### src/stop_cfg_pkg.sv
// Purpose: Shared constants and types for the protection and stop block
// Assumes: 20 MHz clock, parameter port addressed by object index
// Notes: Register indices are the printed object indices
package stop_cfg_pkg;
	localparam int CLK_PERIOD_NS = 50;
	localparam int MS_NS = 1000000;
	localparam int CYCLES_PER_MS = (MS_NS + CLK_PERIOD_NS - 1) / CLK_PERIOD_NS;

	// Parameter object indices
	localparam logic [15:0] IDX_REGEN_PEAK_DURATION = 16'h200e;
	localparam logic [15:0] IDX_OVERLOAD_CHECK_BASE = 16'h200f;
	localparam logic [15:0] IDX_OVERLOAD_WARNING_LEVEL = 16'h2010;
	localparam logic [15:0] IDX_PWM_OFF_DELAY = 16'h2011;
	localparam logic [15:0] IDX_DYNAMIC_BRAKE_MODE = 16'h2012;
	localparam logic [15:0] IDX_EMERGENCY_STOP_METHOD = 16'h2013;
	localparam logic [15:0] IDX_WARNING_MASK = 16'h2014;
	localparam logic [15:0] IDX_U_PHASE_CURRENT_OFFSET = 16'h2015;

	// Values after reset
	localparam logic [15:0] RST_REGEN_PEAK_DURATION = 16'h1388;
	localparam logic [15:0] RST_OVERLOAD_CHECK_BASE = 16'h0064;
	localparam logic [15:0] RST_OVERLOAD_WARNING_LEVEL = 16'h0032;
	localparam logic [15:0] RST_PWM_OFF_DELAY = 16'h000a;
	localparam logic [15:0] RST_DYNAMIC_BRAKE_MODE = 16'h0000;
	localparam logic [15:0] RST_EMERGENCY_STOP_METHOD = 16'h0001;
	localparam logic [15:0] RST_WARNING_MASK = 16'h0000;
	localparam logic [15:0] RST_U_PHASE_CURRENT_OFFSET = 16'h0000;

	// Setting ranges
	localparam logic [15:0] MIN_REGEN_PEAK = 16'h0001;
	localparam logic [15:0] MAX_REGEN_PEAK = 16'hc350;
	localparam logic [15:0] MIN_CHECK_BASE = 16'h000a;
	localparam logic [15:0] MAX_CHECK_BASE = 16'h0078;
	localparam logic [15:0] MIN_WARN_LEVEL = 16'h000a;
	localparam logic [15:0] MAX_WARN_LEVEL = 16'h0064;
	localparam logic [15:0] MAX_PWM_OFF_DELAY = 16'h03e8;
	localparam logic [15:0] MAX_BRK_MODE = 16'h0003;
	localparam logic [15:0] MAX_HALT_METHOD = 16'h0001;
	localparam logic signed [15:0] MAX_CUR_OFFSET = 16'sh03e8;
	localparam logic signed [15:0] MIN_CUR_OFFSET = -16'sh03e8;

	// Warning mask bit positions
	localparam int WM_PHASE_LOSS = 0;
	localparam int WM_BATTERY_LOW = 1;
	localparam int WM_SOFT_LIMIT = 2;
	localparam int WM_OVERLOAD = 4;
	localparam int WM_MISMATCH = 5;
	localparam int WM_UNDERVOLTAGE = 6;
	localparam int WM_EMERGENCY = 7;
	localparam int WM_INDEX_OPEN = 14;
	localparam int WM_TQ_OFF_FAULT = 15;
	localparam logic [15:0] WM_USED_BITS = 16'h00f7;

	// Dynamic brake mode codes
	localparam logic [1:0] HOLD_AFTER_BRAKE = 2'h0;
	localparam logic [1:0] FREE_AFTER_BRAKE = 2'h1;
	localparam logic [1:0] FREE_AFTER_COAST = 2'h2;
	localparam logic [1:0] HOLD_AFTER_COAST = 2'h3;

	typedef enum {ST_RUN, ST_DECEL, ST_OFF_DELAY, ST_STOPPING, ST_STOPPED}
		stop_state_t;

	typedef struct packed {
		logic wr;
		logic rd;
		logic [15:0] index;
		logic [15:0] wdata;
	} par_req_t;

	typedef struct packed {
		logic ack;
		logic err;
		logic [15:0] rdata;
	} par_rsp_t;
endpackage : stop_cfg_pkg

### src/ms_delay_timer.sv
// Purpose: Millisecond delay timer started by a pulse
// Assumes: cyc_per_ms is at least one
// Notes: done pulses one cycle; a new start restarts the count
`timescale 1ns/1ps
`default_nettype none
module ms_delay_timer #(
	parameter int CYC_PER_MS = 20000
) (
	// Clock and reset
	input wire logic clk,
	input wire logic rst_b,
	// Control
	input wire logic start,
	input wire logic [15:0] delay_ms,
	output logic done
);
	logic [31:0] cyc_r;
	logic [15:0] ms_left_r;
	logic run_r;

	always_ff @(posedge clk) begin
		if (!rst_b) begin
			cyc_r <= 32'h0;
			ms_left_r <= 16'h0;
			run_r <= 1'b0;
			done <= 1'b0;
		end else begin
			done <= 1'b0;
			if (start) begin
				cyc_r <= 32'h0;
				ms_left_r <= delay_ms;
				run_r <= 1'b1;
			end else if (run_r) begin
				if (ms_left_r == 16'h0) begin
					run_r <= 1'b0;
					done <= 1'b1;
				end else if (cyc_r == 32'(CYC_PER_MS - 1)) begin
					cyc_r <= 32'h0;
					ms_left_r <= ms_left_r - 16'h1;
				end else begin
					cyc_r <= cyc_r + 32'h1;
				end
			end
		end
	end

	// [RULE_06] no early done
	chk_no_early_done: assert property (@(posedge clk) disable iff (!rst_b)
		start |=> !done) else $error("timer done right after start");
endmodule : ms_delay_timer
`default_nettype wire

### src/current_offset_sub.sv
// Purpose: Subtracts the phase current offset with saturation
// Assumes: Offset already range checked
// Notes: One cycle latency
`timescale 1ns/1ps
`default_nettype none
module current_offset_sub (
	// Clock and reset
	input wire logic clk,
	input wire logic rst_b,
	// Data
	input wire logic signed [15:0] meas,
	input wire logic signed [15:0] offset,
	output logic signed [15:0] actual
);
	logic signed [16:0] diff;

	assign diff = 17'(meas) - 17'(offset);

	// [RULE_17] subtract and saturate
	always_ff @(posedge clk) begin
		if (!rst_b) begin
			actual <= 16'sh0000;
		end else if (diff > 17'sh07fff) begin
			actual <= 16'sh7fff;
		end else if (diff < -17'sh08000) begin
			actual <= -16'sh8000;
		end else begin
			actual <= diff[15:0];
		end
	end

	// [RULE_17] offset subtracted
	chk_offset_sub: assert property (@(posedge clk) disable iff (!rst_b)
		(offset == 16'sh0000) |=> (actual == $past(meas)))
		else $error("zero offset changed the current");
endmodule : current_offset_sub
`default_nettype wire

### src/servo_protection_stop_config.sv
// Purpose: Protection and stop configuration of a servo drive
// Assumes: Inputs synchronous to clk; motor_stopped from speed logic
// Notes: Parameter port answers every request one cycle later
//
// Overview of operation
// [RULE_01] Hold peak duration, default 5000 ms
// [RULE_02] Ignore peak duration with internal resistor
// [RULE_03] Accumulate overload above the check base
// [RULE_04] Lower base starts accumulation earlier
// [RULE_05] Overload warning at configured accumulated level
// [RULE_06] PWM stays on for off delay
// [RULE_07] Brake output first, PWM off later
// [RULE_08] Dynamic brake mode chooses stop behaviour
// [RULE_09] Limits or halt input cause emergency stop
// [RULE_10] Method 0 brakes, then zero torque
// [RULE_11] Method 1 decelerates with stop torque
// [RULE_12] Torque mode never uses decelerate method
// [RULE_13] Mask bit set suppresses that warning
// [RULE_14] Fixed warning bit assignment, reserved zero
// [RULE_15] Bit 14 masks encoder index alarm
// [RULE_16] Bit 15 sets fault on open torque off
// [RULE_17] Subtract U phase offset from current
// [RULE_18] Resistor select 0 internal, 1 external
// [RULE_19] Reject out of range writes
`timescale 1ns/1ps
`default_nettype none
module servo_protection_stop_config
	import stop_cfg_pkg::*;
#(
	parameter int CYC_PER_MS = stop_cfg_pkg::CYCLES_PER_MS
) (
	// Clock and reset
	input wire logic clk,
	input wire logic rst_b,
	// Parameter access
	input wire stop_cfg_pkg::par_req_t par_req,
	output stop_cfg_pkg::par_rsp_t par_rsp,
	// Drive state
	input wire logic servo_on_cmd,
	input wire logic torque_mode,
	input wire logic motor_stopped,
	input wire logic regen_external_sel,
	// Emergency inputs
	input wire logic positive_travel_limit_input,
	input wire logic negative_travel_limit_input,
	input wire logic emergency_halt_input,
	input wire logic safe_torque_off_input,
	// Load monitoring
	input wire logic [15:0] load_factor,
	input wire logic [15:0] overload_rate,
	input wire logic [15:0] warning_raw,
	input wire logic encoder_index_open_raw,
	// Current path
	input wire logic signed [15:0] u_current_meas,
	output logic signed [15:0] u_current_actual,
	// Power stage
	output logic pwm_enable,
	output logic brake_output,
	output logic dynamic_braking,
	output logic torque_zero,
	output logic halt_decel,
	// Status
	output logic overload_accumulate,
	output logic operation_overload_warning,
	output logic [15:0] warning_active,
	output logic encoder_index_open_alarm,
	output logic status_fault,
	output logic [15:0] regen_peak_duration_eff
);
	import stop_cfg_pkg::*;

	function automatic logic in_range(input logic [15:0] v,
		input logic [15:0] lo, input logic [15:0] hi);
		in_range = (v >= lo) && (v <= hi);
	endfunction : in_range

	function automatic logic brk_holds(input logic [1:0] m);
		brk_holds = (m == HOLD_AFTER_BRAKE) || (m == HOLD_AFTER_COAST);
	endfunction : brk_holds

	logic [15:0] regen_peak_duration_r;
	logic [15:0] overload_check_base_r;
	logic [15:0] overload_warning_level_r;
	logic [15:0] pwm_off_delay_r;
	logic [1:0] dynamic_brake_mode_r;
	logic emergency_stop_method_r;
	logic [15:0] warning_mask_r;
	logic signed [15:0] u_phase_current_offset_r;
	logic wr_ok;
	logic known_idx;
	logic [15:0] rd_val;
	stop_state_t state_r;
	stop_state_t state_nxt;
	logic halt_any;
	logic use_decel;
	logic servo_on_d_r;
	logic timer_start;
	logic timer_done;
	logic ovl_warn_raw;

	////////////////////////////////////////////////////////////////////////
	// Parameter decode

	always_comb begin
		wr_ok = 1'b0;
		known_idx = 1'b1;
		rd_val = 16'h0000;
		case (par_req.index)
		IDX_REGEN_PEAK_DURATION: begin
			wr_ok = in_range(par_req.wdata, MIN_REGEN_PEAK, MAX_REGEN_PEAK);
			rd_val = regen_peak_duration_r;
		end
		IDX_OVERLOAD_CHECK_BASE: begin
			wr_ok = in_range(par_req.wdata, MIN_CHECK_BASE, MAX_CHECK_BASE);
			rd_val = overload_check_base_r;
		end
		IDX_OVERLOAD_WARNING_LEVEL: begin
			wr_ok = in_range(par_req.wdata, MIN_WARN_LEVEL, MAX_WARN_LEVEL);
			rd_val = overload_warning_level_r;
		end
		IDX_PWM_OFF_DELAY: begin
			wr_ok = in_range(par_req.wdata, 16'h0000, MAX_PWM_OFF_DELAY);
			rd_val = pwm_off_delay_r;
		end
		IDX_DYNAMIC_BRAKE_MODE: begin
			wr_ok = in_range(par_req.wdata, 16'h0000, MAX_BRK_MODE);
			rd_val = {14'h0000, dynamic_brake_mode_r};
		end
		IDX_EMERGENCY_STOP_METHOD: begin
			wr_ok = in_range(par_req.wdata, 16'h0000, MAX_HALT_METHOD);
			rd_val = {15'h0000, emergency_stop_method_r};
		end
		IDX_WARNING_MASK: begin
			wr_ok = 1'b1;
			rd_val = warning_mask_r;
		end
		IDX_U_PHASE_CURRENT_OFFSET: begin
			wr_ok = ($signed(par_req.wdata) >= MIN_CUR_OFFSET) &&
				($signed(par_req.wdata) <= MAX_CUR_OFFSET);
			rd_val = u_phase_current_offset_r;
		end
		default: begin
			known_idx = 1'b0;
		end
		endcase
	end

	////////////////////////////////////////////////////////////////////////
	// Parameter storage

	// [RULE_19] range checked writes
	always_ff @(posedge clk) begin
		if (!rst_b) begin
			regen_peak_duration_r <= RST_REGEN_PEAK_DURATION;
			overload_check_base_r <= RST_OVERLOAD_CHECK_BASE;
			overload_warning_level_r <= RST_OVERLOAD_WARNING_LEVEL;
			pwm_off_delay_r <= RST_PWM_OFF_DELAY;
			dynamic_brake_mode_r <= RST_DYNAMIC_BRAKE_MODE[1:0];
			emergency_stop_method_r <= RST_EMERGENCY_STOP_METHOD[0];
			warning_mask_r <= RST_WARNING_MASK;
			u_phase_current_offset_r <= RST_U_PHASE_CURRENT_OFFSET;
		end else if (par_req.wr && wr_ok) begin
			case (par_req.index)
			IDX_REGEN_PEAK_DURATION: regen_peak_duration_r <= par_req.wdata;
			IDX_OVERLOAD_CHECK_BASE: overload_check_base_r <= par_req.wdata;
			IDX_OVERLOAD_WARNING_LEVEL: begin
				overload_warning_level_r <= par_req.wdata;
			end
			IDX_PWM_OFF_DELAY: pwm_off_delay_r <= par_req.wdata;
			IDX_DYNAMIC_BRAKE_MODE: dynamic_brake_mode_r <= par_req.wdata[1:0];
			IDX_EMERGENCY_STOP_METHOD: begin
				emergency_stop_method_r <= par_req.wdata[0];
			end
			IDX_WARNING_MASK: warning_mask_r <= par_req.wdata;
			IDX_U_PHASE_CURRENT_OFFSET: begin
				u_phase_current_offset_r <= par_req.wdata;
			end
			default: begin
			end
			endcase
		end
	end

	// Write wins if both strobes are given in one cycle
	always_ff @(posedge clk) begin
		if (!rst_b) begin
			par_rsp <= '0;
		end else begin
			par_rsp.ack <= par_req.wr || par_req.rd;
			par_rsp.err <= par_req.wr ? !wr_ok : (par_req.rd && !known_idx);
			par_rsp.rdata <= (par_req.rd && !par_req.wr) ? rd_val : 16'h0000;
		end
	end

	////////////////////////////////////////////////////////////////////////
	// Stop sequencing

	// [RULE_09] any travel limit or halt input
	assign halt_any = positive_travel_limit_input ||
		negative_travel_limit_input || emergency_halt_input;
	// [RULE_12] torque mode blocks decel
	assign use_decel = emergency_stop_method_r && !torque_mode;
	assign timer_start = (state_r != ST_OFF_DELAY) &&
		(state_nxt == ST_OFF_DELAY);

	always_comb begin
		state_nxt = state_r;
		case (state_r)
		ST_RUN: begin
			// [RULE_11] decelerate on emergency
			if (halt_any && use_decel) begin
				state_nxt = ST_DECEL;
			end else if (halt_any || !servo_on_cmd) begin
				state_nxt = ST_OFF_DELAY;
			end
		end
		ST_DECEL: begin
			if (motor_stopped) begin
				state_nxt = ST_OFF_DELAY;
			end
		end
		ST_OFF_DELAY: begin
			if (timer_done) begin
				state_nxt = ST_STOPPING;
			end
		end
		ST_STOPPING: begin
			if (motor_stopped) begin
				state_nxt = ST_STOPPED;
			end
		end
		ST_STOPPED: begin
			if (servo_on_cmd && !servo_on_d_r && !halt_any) begin
				state_nxt = ST_RUN;
			end
		end
		default: state_nxt = ST_STOPPED;
		endcase
	end

	always_ff @(posedge clk) begin
		if (!rst_b) begin
			state_r <= ST_STOPPED;
			servo_on_d_r <= 1'b1;
		end else begin
			state_r <= state_nxt;
			servo_on_d_r <= servo_on_cmd;
		end
	end

	// [RULE_06] off delay timer
	ms_delay_timer #(
		.CYC_PER_MS(CYC_PER_MS)
	) u_off_delay (
		.clk(clk),
		.rst_b(rst_b),
		.start(timer_start),
		.delay_ms(pwm_off_delay_r),
		.done(timer_done)
	);

	// [RULE_07] brake first, PWM later
	always_ff @(posedge clk) begin
		if (!rst_b) begin
			pwm_enable <= 1'b0;
			brake_output <= 1'b1;
			halt_decel <= 1'b0;
		end else begin
			pwm_enable <= (state_nxt == ST_RUN) || (state_nxt == ST_DECEL) ||
				(state_nxt == ST_OFF_DELAY);
			brake_output <= (state_nxt != ST_RUN) && (state_nxt != ST_DECEL);
			halt_decel <= (state_nxt == ST_DECEL);
		end
	end

	// [RULE_08] brake mode per stop phase
	// [RULE_10] zero torque in stopping and stopped states
	always_ff @(posedge clk) begin
		if (!rst_b) begin
			dynamic_braking <= 1'b0;
			torque_zero <= 1'b1;
		end else begin
			case (state_nxt)
			ST_STOPPING: dynamic_braking <= !dynamic_brake_mode_r[1];
			ST_STOPPED: dynamic_braking <= brk_holds(dynamic_brake_mode_r);
			default: dynamic_braking <= 1'b0;
			endcase
			torque_zero <= (state_nxt == ST_STOPPING) ||
				(state_nxt == ST_STOPPED);
		end
	end

	////////////////////////////////////////////////////////////////////////
	// Overload and warnings

	// [RULE_05] warning at configured level
	assign ovl_warn_raw = overload_rate >= overload_warning_level_r;

	// [RULE_03] accumulate above base
	// [RULE_04] lower base, earlier start
	always_ff @(posedge clk) begin
		if (!rst_b) begin
			overload_accumulate <= 1'b0;
			operation_overload_warning <= 1'b0;
		end else begin
			overload_accumulate <= load_factor > overload_check_base_r;
			operation_overload_warning <= ovl_warn_raw &&
				!warning_mask_r[WM_OVERLOAD];
		end
	end

	// [RULE_13] masked warnings suppressed
	// [RULE_14] reserved bits read zero
	// [RULE_15] index alarm mask
	// [RULE_16] fault on open torque off
	always_ff @(posedge clk) begin
		if (!rst_b) begin
			warning_active <= 16'h0000;
			encoder_index_open_alarm <= 1'b0;
			status_fault <= 1'b0;
		end else begin
			warning_active <= ({warning_raw[15:5], ovl_warn_raw,
				warning_raw[3:0]} & ~warning_mask_r) & WM_USED_BITS;
			encoder_index_open_alarm <= encoder_index_open_raw &&
				!warning_mask_r[WM_INDEX_OPEN];
			status_fault <= !safe_torque_off_input &&
				warning_mask_r[WM_TQ_OFF_FAULT];
		end
	end

	// [RULE_01] peak duration in use
	// [RULE_02] internal resistor ignores it
	// [RULE_18] select 1 is external
	always_ff @(posedge clk) begin
		if (!rst_b) begin
			regen_peak_duration_eff <= 16'h0000;
		end else begin
			regen_peak_duration_eff <= regen_external_sel ?
				regen_peak_duration_r : 16'h0000;
		end
	end

	// [RULE_17] current offset path
	current_offset_sub u_cur_off (
		.clk(clk),
		.rst_b(rst_b),
		.meas(u_current_meas),
		.offset(u_phase_current_offset_r),
		.actual(u_current_actual)
	);

	////////////////////////////////////////////////////////////////////////
	// Checks

	chk_bad_write_kept: assert property (@(posedge clk) disable iff (!rst_b)
		(par_req.wr && par_req.index == IDX_PWM_OFF_DELAY &&
		par_req.wdata > MAX_PWM_OFF_DELAY) |=>
		(pwm_off_delay_r == $past(pwm_off_delay_r)) && par_rsp.err)
		else $error("out of range write was stored"); // [RULE_19]

	chk_brake_before_pwm: assert property (@(posedge clk) disable iff (!rst_b)
		$fell(pwm_enable) |-> $past(brake_output))
		else $error("PWM off without brake output first"); // [RULE_07]

	chk_off_delay_holds: assert property (@(posedge clk) disable iff (!rst_b)
		(state_r == ST_RUN && !servo_on_cmd && !halt_any &&
		pwm_off_delay_r != 16'h0000) |=> pwm_enable [*3])
		else $error("PWM dropped before off delay"); // [RULE_06]

	chk_halt_leaves_run: assert property (@(posedge clk) disable iff (!rst_b)
		(state_r == ST_RUN && halt_any) |=> brake_output || halt_decel)
		else $error("emergency input not acted on"); // [RULE_09]

	chk_torque_no_decel: assert property (@(posedge clk) disable iff (!rst_b)
		torque_mode && $past(torque_mode) && state_r != ST_DECEL |=>
		!halt_decel)
		else $error("decel stop used in torque mode"); // [RULE_12]

	chk_hold_after_stop: assert property (@(posedge clk) disable iff (!rst_b)
		($past(rst_b) && state_r == ST_STOPPED &&
		$past(state_r) == ST_STOPPED) |-> (dynamic_braking ==
		brk_holds($past(dynamic_brake_mode_r))))
		else $error("wrong brake hold after stop"); // [RULE_08]

	chk_warn_masked: assert property (@(posedge clk) disable iff (!rst_b)
		warning_mask_r[WM_OVERLOAD] && $past(warning_mask_r[WM_OVERLOAD])
		|-> !operation_overload_warning)
		else $error("masked overload warning shown"); // [RULE_13]

	chk_accum_base: assert property (@(posedge clk) disable iff (!rst_b)
		##1 overload_accumulate ==
		($past(load_factor) > $past(overload_check_base_r)))
		else $error("accumulation not tied to base"); // [RULE_03]

	chk_regen_ignored: assert property (@(posedge clk) disable iff (!rst_b)
		!regen_external_sel |=> regen_peak_duration_eff == 16'h0000)
		else $error("peak duration used with internal resistor"); // [RULE_02]
endmodule : servo_protection_stop_config
`default_nettype wire

### config.mk
export PLATFORM = sky130hd
export DESIGN_NAME = servo_protection_stop_config
export DESIGN_NICKNAME = d
export VERILOG_FILES = /design/src/stop_cfg_pkg.sv /design/src/ms_delay_timer.sv /design/src/current_offset_sub.sv /design/src/servo_protection_stop_config.sv
export SDC_FILE = /design/constraint.sdc
export NUM_CORES = 1
export LEC_CHECK = 0
export ABC_AREA = 1
export BUFFER_PORTS_ARGS = -buffer_cell sky130_fd_sc_hd__buf_2
export CAP_MARGIN = 20
export CORE_AREA = 2 2 169 171
export CTS_CLUSTER_SIZE = 20
export DETAILED_ROUTE_END_ITERATION = 7
export DIE_AREA = 0 0 171 173
export MAX_ROUTING_LAYER = met4
export PLACE_DENSITY = 0.66
export SYNTH_ARGS = -nofsm -noshare
export SYNTH_HDL_FRONTEND = slang
export SYNTH_SLANG_ARGS = --single-unit
### constraint.sdc
create_clock -name clk -period 2.9 [get_ports clk]
set_input_delay 0.145 -clock clk [delete_from_list [all_inputs] [get_ports clk]]
set_output_delay 0.145 -clock clk [all_outputs]
set_load 0.01 [all_outputs]
==> out/metrics.cfg <==
[critical_path]
r2r_slack_ns = 0.36
critPathMostFrequentCell = nand2_1
crit_path_cell_trace = dlygate4sd3_1 > buf_2 > nor2_1 > nand2_1 > nor2_1 > nand2_1 > nor2_1 > nand2_1 > nand3_1 > nand4_2 > nand3_2 > nand2_1 > nand2_1 > nor2_1
critPathSlowestCell = nand3_2
endpoint_kind = register
cp_max_fo = 27
start_kind = input port
cp_slowest_stage_delay_ns = 0.57
critPathArrivalTime_ns = 3.07
critPathKind = in -> reg
critPathRequiredTime_ns = 3.34

[route]
met1Wirelength_mm = 15.6
drt_iter0_markers = 952
num_vias = 12100
wl_met2_mm = 16.8
topRoutingLayerUsed = met4
wl_mm = 36.0
wire_per_inst_um = 15.1
route.detailed.drc = 0
wl_met3_mm = 2.21
routed_via_density = 5.06
dr.pass1.iters = 5
drtAntennaViolNets = 0

[placement]
gp_congestion = 0.904
placed_cell_area_um2 = 13600
hpwl_mm = 26.7
io_buffers = 164

[timing]
finalSetupViolCount = 0
fmax_mhz = 380
relSlewSlack = 0.320
worst_slew_pin_slew_ns = 1.02
setup_tns_ns = 0
period_share = 0.907
hold_violations = 0
final_max_slew_viol_count = 0
rsz0062_at_grt = no
timing.final.crit_period_ns = 2.63
skew_ns = 0.00894

[die]
die_w_um = 171
die_height_um = 173
start_util = 0.445
core_area_um2 = 27600
rows = 61
io_pins = 184
die_area_um2 = 29600

[synth]
ys_seq_area_frac = 0.402
syn_inst = 1773
yosys_most_used_dff = dfxtp_1
synth_area_leaders = dfxtp_1 (40%), nand2_1 (12%), nor2_1 (8.5%)
yosysTopAreaCellShare = 0.402
synthArstFlopShare = 0
yosys.area.top_type = dfxtp_1
synth-edff-count = 0
yosysWarnings = 0
synth_cell_types = 46
synth-seq-cells = 247
syn_area_per_cell_um2 = 6.94
syn_area_um2 = 12300

[clocking]
cts_tree = built
clock_latency_ns = 0.55
cts_sinks = 247
cts_max_path_buffers = 3
cts_buffers = 28
clock-root-buffer = clkbuf_16
path_clk_slew_ns = 0.06
htreeDepth = 1

[layout]
n_antenna_cell = 0
final_nets = 2142
final_cell_mix = nand2_1 (407), nor2_1 (280), dfxtp_1 (247), inv_1 (204), buf_2 (163)
drive_gt1_frac = 0.134
syn_to_final_growth_pct = 20.4
final_common_cell = nand2_1
final_area_um2 = 14800

[outcome]
status = completed

[pwr]
swShare = 0.240
pwr-share-clk = 0.477
pwr-share-seq = 0.455
power.leakage_nw = 6.91
switching_power_mw = 1.83
intPower_mw = 5.79
vdd_ir_drop_max_v = 0.000459
p_per_area_nw_per_um2 = 514
pwr-share-comb = 0.068

[global_route]
grt_first_pass_wirelength_mm = 58.1
grt_antenna_before_repair = 1
grt_pass1_vias = 11400
grt-ovfl-total = 0
grt_usage = 0.250
grt_max_degree = 72

[hold_path]
worstHoldPathType = in -> reg

[flow_run]
cap_viol_max_count = 0

-- final cells by class --
cell class | instances | area [µm²]
fillers | 2767 | 12800
multi-input cells | 1278 | 6360
flip-flops and latches | 247 | 4940
repair buffers | 217 | 1280
inverters | 210 | 792
clock buffers | 32 | 747
well taps | 378 | 473
clock inverters | 20 | 215
-- cells by family (layout without fill, tap and decap cells) --
logic type	Yosys count	after routing	synth area share
fa+ha+maj	51	51	0.0525
other cells	1	38	0.000305
buf+inv	285	479	0.0922
compound gates	225	225	0.104
simple gates	922	922	0.319
flops	247	247	0.402
xor+xnor	42	42	0.0299
-- worst paths after layout --
path                                                               start                               endpoint  depth (start not counted)
worst min-delay path                                          par_req[1]         warning_mask_r[1]$_SDFFE_PN0P_                          3
worst max register to register  u_phase_current_offset_r[6]$_SDFFE_PN0P_         u_cur_off.actual[5]$_SDFF_PN0_                         13
worst min register to register     overload_check_base_r[8]$_SDFFE_PN0P_  overload_check_base_r[8]$_SDFFE_PN0P_                          2
worst max-delay path                                          par_req[8]  regen_peak_duration_r[0]$_SDFFE_PN0P_                         14
-- stage by stage --
step	setup WS (ns)	total power [mW]	std cells	hold WS, ns	utilization
2_1_floorplan	0.801	3.84	1810	0.217	-
3_3_place_gp	0.290	4.02	2302	0.350	0.491
3_5_place_dp	0.134	4.02	2302	0.351	0.491
4_1_cts	0.173	7.69	2379	0.00589	0.535
5_1_grt	0.0208	7.92	2382	0.0311	0.536
6_report	0.269	7.62	2382	0.0250	0.536
-- critical path, delay by kind of cell --
kind | cells | cell delay [ns]
buffers and inverters | 2 | 0.75
and+or+nand+nor | 12 | 2.14
-- repair_timing --
| action | CTS | global route |
|---|---|---|
| hold buffers | 25 | 0 |
| resized for setup | 0 | 1 |
| endpoints found under the setup margin | 0 | 8 |
| hold endpoints to repair | 45 | 0 |
| buffers inserted | 0 | 3 |
-- synthesized netlist by cell type, drive strengths merged (6+ instances only) --
master  instances
nand2         408
nor2          287
dfxtp         247
inv           209
nand3         109
a21oi         104
ha             50
o21ai          44
clkbuf         43
nand4          40
nor3           40
buf            32
xor2           29
o22ai          19
a31oi          18
nor4           15
xnor2          13
a22oi          11
nand3b         11
or2             8
a21boi          6
-- sequential cells by signal, summed over array words and instances, names as in the netlist, 2 cells and up --
signal	count
regen_peak_duration_eff	16
u_off_delay.cyc_r	32
overload_check_base_r	16
warning_mask_r	16
dynamic_brake_mode_r	2
overload_warning_level_r	16
pwm_off_delay_r	16
u_off_delay.ms_left_r	16
state_r	32
regen_peak_duration_r	16
u_phase_current_offset_r	16
u_cur_off.actual	16
warning_active	7
par_rsp	18
-- per-layer routing --
layer	vias to the layer above	global-route usage
met5	-	-
met4	0	0.0883
met3	86	0.0357
met2	374	0.405
met1	5490	0.318
li1	6104	-
-- power groups by stage --
stage                     Sequential, mW  Combinational, mW  Clock, mW
after global placement              3.54              0.477          0
after global routing                3.47              0.578       3.88
after floorplan                     3.56              0.273          0
after CTS                           3.47              0.510       3.72
after detailed placement            3.54              0.481          0
final                               3.47              0.515       3.64
Note: power is estimated with default switching activity, not from simulation.
